`config.mk`:
```
export PLATFORM = sky130hd
export DESIGN_NAME = slsld_top
export DESIGN_NICKNAME = d
export VERILOG_FILES = /design/src/rtl/slsld_pkg.sv /design/src/rtl/slsld_top.sv /design/src/rtl/slsld_sync.sv
export SDC_FILE = /design/constraint.sdc
export NUM_CORES = 1
export LEC_CHECK = 0
export ABC_AREA = 1
export BUFFER_PORTS_ARGS = -buffer_cell sky130_fd_sc_hd__clkbuf_2
export CAP_MARGIN = 15
export CORE_MARGIN = 5
export CORE_UTILIZATION = 40
export CTS_CLUSTER_SIZE = 12
export DETAILED_ROUTE_END_ITERATION = 8
export GPL_ROUTABILITY_DRIVEN = 0
export PLACE_DENSITY = 0.54
export SLEW_MARGIN = 20
export SYNTH_ARGS = -nofsm -noshare
export SYNTH_HDL_FRONTEND = slang
export SYNTH_SLANG_ARGS = --single-unit
export TNS_END_PERCENT = 30
```
`constraint.sdc`:
```
create_clock -name clk -period 1.85 [get_ports clk]
set_input_delay 0.0925 -clock clk [delete_from_list [all_inputs] [get_ports clk]]
set_output_delay 0.0925 -clock clk [all_outputs]
set_load 0.05 [all_outputs]
```
`src/rtl/slsld_pkg.sv`:
```
// Package for the segment LCD shift/latch driver.
// Assumes one 40 MHz clock; host pins sampled by the block.
package slsld_pkg;
  localparam int STAGES = 120;
  localparam int SEGS = 60;
  localparam logic [119:0] LATCH_RST = 120'h0;
  // Common phase reference divider, default gives about 100 Hz frame
  localparam int CLK_HZ = 40000000;
  localparam int COM_HZ = 100;
  localparam int PHASE_CYC = CLK_HZ / (COM_HZ * 4);
  localparam logic [16:0] PHASE_CNT_MAX = 17'(PHASE_CYC - 1);
  localparam logic [1:0] SYNC_RST = 2'h0;

  // Common drive level per pin: level high/low, or middle
  typedef struct packed {
    logic mid;
    logic lvl;
  } slsld_com_t;

  typedef enum logic [1:0] {
    SLSLD_A_HI = 2'b00,
    SLSLD_A_LO = 2'b01,
    SLSLD_B_HI = 2'b10,
    SLSLD_B_LO = 2'b11
  } slsld_phase_t;
endpackage

```
`src/rtl/slsld_top.sv`:
```
// Segment LCD driver: serial shift, strobe latch, common and segment drive.
// Assumes host pins are asynchronous and slow against the 40 MHz clock.
// Limitation: each serial clock level must last three clk cycles.
// rst_n stands in for power-up; the block has no other reset.
//
// Notes on behaviour
// RULE1: 120-stage shift register shifts in data on each serial clock rise.
// RULE2: While strobe is high, latch copies the whole shift register.
// RULE3: Host sends segment 60 bit first, segment 1 bit last.
// RULE4: Selected common toggles high/low with the internal phase reference.
// RULE5: Non-selected common holds the middle level.
// RULE6: Half-duty, first common selected: segments show latch bits 1..60.
// RULE7: Half-duty, second common selected: segments show latch bits 61..120.
// RULE8: Bit one gives inverse of common level; zero gives same level.
// RULE9: Host holds test inputs low after power-up until first latch.
// RULE10: Static mode: segment n follows lower half bit n every phase.
// RULE11: Static mode: upper latch half is ignored.
// RULE12: Latch holds its value while strobe is low.
// RULE13: Last shift stages appear on the cascade serial outputs.
`timescale 1ns/100ps
`default_nettype none
module slsld_top #(
  parameter logic [16:0] PHASE_MAX = slsld_pkg::PHASE_CNT_MAX
) (
  input wire logic clk,
  input wire logic rst_n,
  input wire logic serial_data,
  input wire logic serial_clk,
  input wire logic latch_strobe,
  input wire logic half_duty,
  input wire logic all_on_test,
  input wire logic all_off_test,
  output logic [59:0] segment_output_n,
  output slsld_pkg::slsld_com_t com_one,
  output slsld_pkg::slsld_com_t com_two,
  output logic cascade_out_one,
  output logic cascade_out_two,
  output logic phase_ref
);
  // ****************************************
  // Pin synchronisers
  // ****************************************
  logic [5:0] pin_raw;
  logic [5:0] pin_s;
  assign pin_raw = {all_off_test, all_on_test, half_duty, latch_strobe,
                    serial_clk, serial_data};
  genvar gi;
  generate
    for (gi = 0; gi < 6; gi++) begin : g_sync
      slsld_sync u_sync (
        .clk(clk),
        .rst_n(rst_n),
        .d(pin_raw[gi]),
        .q(pin_s[gi])
      );
    end
  endgenerate
  // Mode and test pins share the two-cycle latency of the link pins
  logic sd_s;
  logic sck_s;
  logic stb_s;
  logic duty_s;
  logic on_s;
  logic off_s;
  assign {off_s, on_s, duty_s, stb_s, sck_s, sd_s} = pin_s;

  // ****************************************
  // Shift register and latch
  // ****************************************
  // New bits enter stage 0; stage k holds latch bit k+1 after a load
  logic [119:0] shift_r;
  logic [119:0] shift_nxt;
  logic [119:0] latch_r;
  logic [119:0] latch_nxt;
  logic sck_d_r;
  logic sck_d_nxt;
  logic sck_rise;
  assign sck_rise = sck_s & ~sck_d_r;
  always_comb begin
    sck_d_nxt = sck_s;
    shift_nxt = shift_r;
    latch_nxt = latch_r;
    if (sck_rise) begin
      shift_nxt = {shift_r[slsld_pkg::STAGES-2:0], sd_s}; // RULE1 RULE3
    end
    // Strobe is a level: shifting under a high strobe shows through
    if (stb_s) begin
      latch_nxt = shift_r; // RULE2
    end // RULE12
  end
  always_ff @(posedge clk or negedge rst_n) begin
    if (!rst_n) begin
      shift_r <= slsld_pkg::LATCH_RST;
      latch_r <= slsld_pkg::LATCH_RST;
      sck_d_r <= 1'b0;
    end else begin
      shift_r <= shift_nxt;
      latch_r <= latch_nxt;
      sck_d_r <= sck_d_nxt;
    end
  end
  // Ends of both halves; a static-mode neighbour chains off stage 59
  assign cascade_out_one = shift_r[slsld_pkg::STAGES-1]; // RULE13
  assign cascade_out_two = shift_r[slsld_pkg::SEGS-1]; // RULE13

  // ****************************************
  // Common phase generator
  // ****************************************
  // Quarter-frame length is a parameter so a bench can shorten it
  logic [16:0] cnt_r;
  logic [16:0] cnt_nxt;
  slsld_pkg::slsld_phase_t ph_r;
  slsld_pkg::slsld_phase_t ph_nxt;
  logic phase_step;
  // One-cycle enable at the end of each quarter frame
  assign phase_step = (cnt_r == PHASE_MAX);
  // Fixed four-step order; no external common sync is supported
  function automatic slsld_pkg::slsld_phase_t next_phase(
    input slsld_pkg::slsld_phase_t ph
  );
    unique case (ph)
      slsld_pkg::SLSLD_A_HI: next_phase = slsld_pkg::SLSLD_A_LO;
      slsld_pkg::SLSLD_A_LO: next_phase = slsld_pkg::SLSLD_B_HI;
      slsld_pkg::SLSLD_B_HI: next_phase = slsld_pkg::SLSLD_B_LO;
      slsld_pkg::SLSLD_B_LO: next_phase = slsld_pkg::SLSLD_A_HI;
    endcase
  endfunction
  always_comb begin
    cnt_nxt = cnt_r + 17'h1;
    ph_nxt = ph_r;
    if (phase_step) begin
      cnt_nxt = 17'h0;
      ph_nxt = next_phase(ph_r); // RULE4
    end
  end
  always_ff @(posedge clk or negedge rst_n) begin
    if (!rst_n) begin
      cnt_r <= 17'h0;
      ph_r <= slsld_pkg::SLSLD_A_HI;
    end else begin
      cnt_r <= cnt_nxt;
      ph_r <= ph_nxt;
    end
  end

  // ****************************************
  // Common and segment drive
  // ****************************************
  // True in the two high-level phases
  function automatic logic phase_high(input slsld_pkg::slsld_phase_t ph);
    phase_high = (ph == slsld_pkg::SLSLD_A_HI) ||
                 (ph == slsld_pkg::SLSLD_B_HI);
  endfunction
  // True in the two phases that belong to the second common
  function automatic logic phase_second(input slsld_pkg::slsld_phase_t ph);
    phase_second = (ph == slsld_pkg::SLSLD_B_HI) ||
                   (ph == slsld_pkg::SLSLD_B_LO);
  endfunction
  logic lvl;
  logic sel_two;
  // Decoded from the registered phase so every pin steps together
  assign lvl = phase_high(ph_r);
  // Static mode keeps both commons on the same toggling level
  assign sel_two = duty_s & phase_second(ph_r);

  // ****************************************
  // Common drive
  // ****************************************
  slsld_pkg::slsld_com_t c1_nxt;
  slsld_pkg::slsld_com_t c2_nxt;
  slsld_pkg::slsld_com_t c1_r;
  slsld_pkg::slsld_com_t c2_r;
  logic pref_r;
  logic pref_nxt;
  always_comb begin
    pref_nxt = lvl;
    c1_nxt = '{mid: 1'b0, lvl: lvl}; // RULE4
    c2_nxt = '{mid: 1'b0, lvl: lvl}; // RULE4
    if (duty_s) begin
      if (sel_two) begin
        c1_nxt = '{mid: 1'b1, lvl: 1'b0}; // RULE5
      end else begin
        c2_nxt = '{mid: 1'b1, lvl: 1'b0}; // RULE5
      end
    end
  end
  // Reset parks every pin low: no drive before the first frame
  always_ff @(posedge clk or negedge rst_n) begin
    if (!rst_n) begin
      c1_r <= '{mid: 1'b0, lvl: 1'b0};
      c2_r <= '{mid: 1'b0, lvl: 1'b0};
      pref_r <= 1'b0;
    end else begin
      c1_r <= c1_nxt;
      c2_r <= c2_nxt;
      pref_r <= pref_nxt;
    end
  end
  assign com_one = c1_r;
  assign com_two = c2_r;
  assign phase_ref = pref_r;

  // ****************************************
  // Segment drive
  // ****************************************
  logic [59:0] seg_nxt;
  logic [59:0] seg_r;
  always_comb begin
    // Upper half only reachable in half-duty phase B
    if (sel_two) begin
      seg_nxt = latch_r[119:60] ^ {60{lvl}}; // RULE7 RULE8 RULE11
    end else begin
      seg_nxt = latch_r[59:0] ^ {60{lvl}}; // RULE6 RULE8 RULE10
    end
    // Blank wins over all-on; both force level relative to common
    if (off_s) begin
      seg_nxt = {60{lvl}};
    end else if (on_s) begin
      seg_nxt = {60{~lvl}};
    end
  end
  always_ff @(posedge clk or negedge rst_n) begin
    if (!rst_n) begin
      seg_r <= 60'h0;
    end else begin
      seg_r <= seg_nxt;
    end
  end
  assign segment_output_n = seg_r;
endmodule
`default_nettype wire

```
`src/rtl/slsld_sync.sv`:
```
// Two flip-flop synchroniser for one pin.
// Assumes the pin is asynchronous to clk.
`timescale 1ns/100ps
`default_nettype none
module slsld_sync (
  input wire logic clk,
  input wire logic rst_n,
  input wire logic d,
  output logic q
);
  logic [1:0] s_r;
  logic [1:0] s_nxt;
  always_comb begin
    s_nxt = {s_r[0], d};
  end
  always_ff @(posedge clk or negedge rst_n) begin
    if (!rst_n) begin
      s_r <= slsld_pkg::SYNC_RST;
    end else begin
      s_r <= s_nxt;
    end
  end
  assign q = s_r[1];
endmodule
`default_nettype wire

```
* Word level (Yosys, flattened, before mapping) *
Index checks and enable logic that the tools add are counted.

word-level totals
  input bits = 8
  bits in registers = 337
  word-level logic and storage cells = 40

cells by class
  reductions and logical operators = 3
  eq/ne operators = 4
  bitwise logic cells = 6
  add/subtract/negate cells = 1
  muxes and demuxes = 9

operator list
  operator               number
  $mux 60                3
  $xor 60x60->60         2
  $add 17x1->17 const B  1
  $eq 17x17->1 const B   1
  $mux 17                1
  $mux 2                 4
  $pmux 2 s4             1
  $eq 2x2->1 const B     2
  $and 1x1->1            2
  $eq 2x1->1 const B     1
  $logic_not 2->1        1
  $logic_or 1x1->1       2
  $not 1->1              2

* Longest topological paths before layout *
  depth after elaboration = 6
  depth in mapped cells = 11

* Modules after synthesis *
A second synthesis with hierarchy kept.

second synthesis, totals
  cell total of the unflattened synthesis = 1302
  area, all modules = 14268.7 µm²

modules (own cells, without submodules)
  module      area an instance (µm²)  cells each  times used
  slsld_top   13968.4                 1290        1
  slsld_sync  50.0                    2           6

* Worst setup path before layout *
No wires, ideal clock.

  path type = reg2reg
  start point = register ph_r[0]
  end point = register seg_r[50] (netlist: segment_output_n[50])
  setup time = 0.113 ns
  arrival time = 1.385 ns
  period minus slack after synthesis = 1.498 ns
  buffers on the path = 1
  slack = 0.352 ns
  data required time = 1.737 ns
  cell stages (with the launch flop) = 10
  cells stage by stage = dfrtp_1 > inv_1 > ha_1 > o21ai_2 > buf_2 > nand2_1 > nand3_1 > nand3_1 > nand2_1 > inv_1

between the ends
  word-level cells in the longest chain between the ends = 6
  elaborated cells on any way between the ends = 12

RTL lines
  item                                          line                                RTL
  start, declared                               slsld_top.sv:112                    slsld_pkg::slsld_phase_t ph_r;
  start signal, assigned                        slsld_top.sv:139                    ph_r <= slsld_pkg::SLSLD_A_HI;
  start signal, assigned                        slsld_top.sv:142                    ph_r <= ph_nxt;
  $eq 2x2->1, or another cell as far along      slsld_top.sv:152, slsld_top.sv:156
  $logic_or 1x1->1, on equally long branches    slsld_top.sv:151, slsld_top.sv:156
  $xor 60x60->60, or another cell as far along  slsld_top.sv:213                    seg_nxt = latch_r[59:0] ^ {60{lvl}};
  $mux 60                                       slsld_top.sv:210                    if (sel_two) begin
  $mux 60                                       slsld_top.sv:218                    end else if (on_s) begin
  $mux 60 *                                     slsld_top.sv:216                    if (off_s) begin
  via seg_nxt[50]                               slsld_top.sv:206                    logic [59:0] seg_nxt;
  end signal, assigned                          slsld_top.sv:226                    seg_r <= seg_nxt;
  end, declared                                 slsld_top.sv:207                    logic [59:0] seg_r;

The timed path passes the listed nets; every way through them passes the cells marked *.
A chain may end at the register's enable or synchronous reset.

* Final worst setup path *
  start point = register ph_r[0]
  end point = register seg_r[4] (netlist: segment_output_n[4])

Same word-level chain as after synthesis.

==> summary.md <==
| Metric | Value |
|---|---|
| Buf+Inv Stages, Crit Path | 4 |
| Synthesized netlist cell count | 1275 |
| Critical Path Max Stage Delay | 0.39 ns |
| Crit path DAT | 2.04 ns |
| CP required | 2.25 ns |
| Area leader, netlist | dfrtp_1 |
| CTS sink cnt | 337 |
| Synth area leaders | dfrtp_1 (60%), mux2_2 (18%), nand2_1 (7.2%) |
| Most frequent CP cell | nand3_1 |
| Fraction of final layout cells sized beyond drive strength 1 | 0.297 |
| Overflow after GRT | 0 |
| Syn Nets | 1287 |
| Final min period | 1.64 ns |
| Crit Path Max Fanout | 22 |
| Drt wl/cell | 15.1 um |
| Iter 0 DRT Violations | 463 |
| Most instantiated cells after synthesis | dfrtp_1 (337), nand2_1 (271), mux2_2 (225) |
| Skew final | 0.0154 ns |
| Area of the die | 39200 um^2 |
| Layout Nets | 1358 |
| Period Utilization, post-route | 0.885 |
| Clock Pin Slew Worst Setup and Hold Paths | 0.06 ns |
| Maximum vdd drop | 718 uV |
| Setup TNS | 0 ns |
| Vias in the first global route | 9008 |
| DR vias/cell | 4.86 |
| FF+latch count, synth | 337 |
| Slowest CP cell | dfrtp_1 |
| Post-synth EDFFs | 0 |
| Post-DP HPWL | 16.5 mm |
| Chip width | 198 um |
| Outcome | finished clean |
| Final hold violation count | 0 |
| Asr flop ratio synth | 1.00 |
| Slew Limit Headroom | 0.699 |
| Via count | 8868 |
| Routed Wire Length | 27.6 mm |
| Mean Syn Cell Area | 11.1 um^2 |
| Synth-to-Final Area Change | 16.4% |
| CTS max path bufs | 3 |
| HP Class | in -> async |
| Starting Density | 0.407 |
| Cell Rows | 68 |
| DR pass1 iterations | 4 |
| Root Driver | clkbuf_16 |
| Fin. max-slew vios | 0 |
| WS Path Type | reg -> reg |
| Synth cell types | 28 |
| Ys flop type | dfrtp_1 |
| Max-cap viol count | 0 |
| Count leader, synth | dfrtp_1 |
| Final setup viols | 0 |
| First-pass GRT wire length | 47.2 mm |
| Fillcell total | 3161 |
| WHS | 0.0904 ns |
| PortBufs | 74 |
| Cell-by-cell trace of the critical path | inv_1 -> ha_2 -> inv_2 -> nand2_8 -> buf_12 -> nand3_1 -> nand3_1 -> nand3_1 -> nand2_1 -> inv_1 |
| Unrepaired setup endpoints after global routing | no |
| Remaining antenna violation count | 0 |
| Slew at the pin closest to its max-slew limit | 0.451 ns |
| GRT Total Usage | 0.145 |
| Core area | 34700 um^2 |
| Die Height | 198 um |
| DRC viols | 0 |
| ANT cells | 0 |
| Leak | 8.22 nW |
| Total CTS buffers | 38 |
| Ports | 75 |
| CP endpoint kind | flip-flop |
| Postcts setup bufs | 0 |
| Delay-heaviest family, CP | simple AND/OR/NAND/NOR gates |
| Synthesized cell area | 14100 um^2 |
| Startpoint types | flip-flop |
| Htree depth | 2 |
| CTS tree | built |
| Largest net degree at the start of global routing | 73 |
| Synth warnings | 0 |
| Cell Pwr Density | 1040 nW/um^2 |
| Post-synth top area share | 0.596 |
| Sequential cell area fraction in the yosys report | 0.596 |
| Clock latency on the worst-skew pair | 0.51 ns |
| Initial antenna violation count | 0 |
| Max Fclk | 0.611 GHz |
[report_power, final]
group	total, mW	switching (mW)	internal, mW
sequential	8.13	0.267	7.86
clock	7.19	2.87	4.32
combinational	1.74	1.11	0.633
total	17.1	4.24	12.8
[through the flow]
step                 util  setup slack (ns)  cell area [um^2]  instances  total power, mW
finish              0.474             0.212             16500       1826             17.1
global route        0.474            0.0400             16500       1826             17.9
CTS                 0.474             0.126             16500       1826             17.3
detailed placement  0.437             0.140             15200       1754             10.0
global placement    0.437             0.171             15200       1754             10.0
floorplan               -             0.352             14100       1275             9.45
[registers in the layout (all words and copies together) (netlist names)]
| name | count |
|---|---|
| latch_r | 120 |
| shift_r | 120 |
| segment_output_n | 60 |
| cnt_r | 17 |
| g_sync.u_sync.s_r | 12 |
| com_one | 2 |
| com_two | 2 |
| ph_r | 2 |
| phase_ref | 1 |
| sck_d_r | 1 |
[kinds of logic after synthesis]
logic type      Yosys count  synth area share
compound gates           23           0.00849
xor+xnor                  7           0.00433
fa+ha+maj                 4           0.00354
buf+inv                 174            0.0530
flops                   337             0.596
mux                     225             0.179
simple gates            505             0.155
[cell usage in the layout (no fill, tap or decap), drive strengths merged]
| cell type | count |
|---|---|
| a31oi | 1 |
| xnor2 | 1 |
| inv | 96 |
| dlygate4sd3 | 7 |
| nand3 | 188 |
| nor3b | 1 |
| nand2 | 274 |
| nor3 | 2 |
| ha | 4 |
| buf | 29 |
| nor2 | 40 |
| clkinv | 8 |
| clkbuf | 130 |
| xor2 | 6 |
| dfrtp | 337 |
| a21oi | 10 |
| o21ai | 12 |
| mux2 | 225 |
[layout make-up]
cell class	count	area, um^2	area share
well taps	455	569	0.0346
clock buffers	57	1160	0.0707
repair buffers	109	911	0.0553
inverters	96	362	0.0220
clock inverters	8	43.8	0.00266
flip-flops and latches	337	8440	0.512
multi-input cells	764	4980	0.302
[path summary, 6_finish.rpt]
| kind | startpoint | to | slack (ns) | cells past startpoint |
|---|---|---|---|---|
| max | ph_r[0] | segment_output_n[4] | 0.21 | 10 |
| min | rst_n | shift_r[59] | 0.09 | 2 |
| max reg2reg | ph_r[0] | segment_output_n[4] | 0.21 | 10 |
| min reg2reg | g_sync[4].u_sync.s_r[0] | g_sync[4].u_sync.s_r[1] | 0.34 | 0 |
| max in group asynchronous | rst_n | segment_output_n[28] | 1.01 | 3 |
| min in group clk | serial_clk | g_sync[1].u_sync.s_r[0] | 0.22 | 2 |
[layer usage]
layer	GRT usage	up-vias	share of wire
li1	-	4322	-
met1	0.208	4405	0.49
met2	0.233	99	0.46
met3	0.0228	42	0.030
met5	0	-	0
met4	0.0342	0	0.020
[worst reg2reg max path: cells and delay by family, from the launching register on]
family,cells,cell delay (ns)
simple gates,5,0.49
flops,1,0.39
buf+inv,4,0.39
fa+ha+maj,1,0.26
[timing repair]
| action | 4_1_cts | 5_1_grt |
|---|---|---|
| setup endpoints to repair | 0 | 4 |
| hold buffers | 7 | 0 |
| endpoints found under the hold margin | 332 | 0 |
| resized for setup | 0 | 1 |
Note: power is estimated with default switching activity, not from simulation.
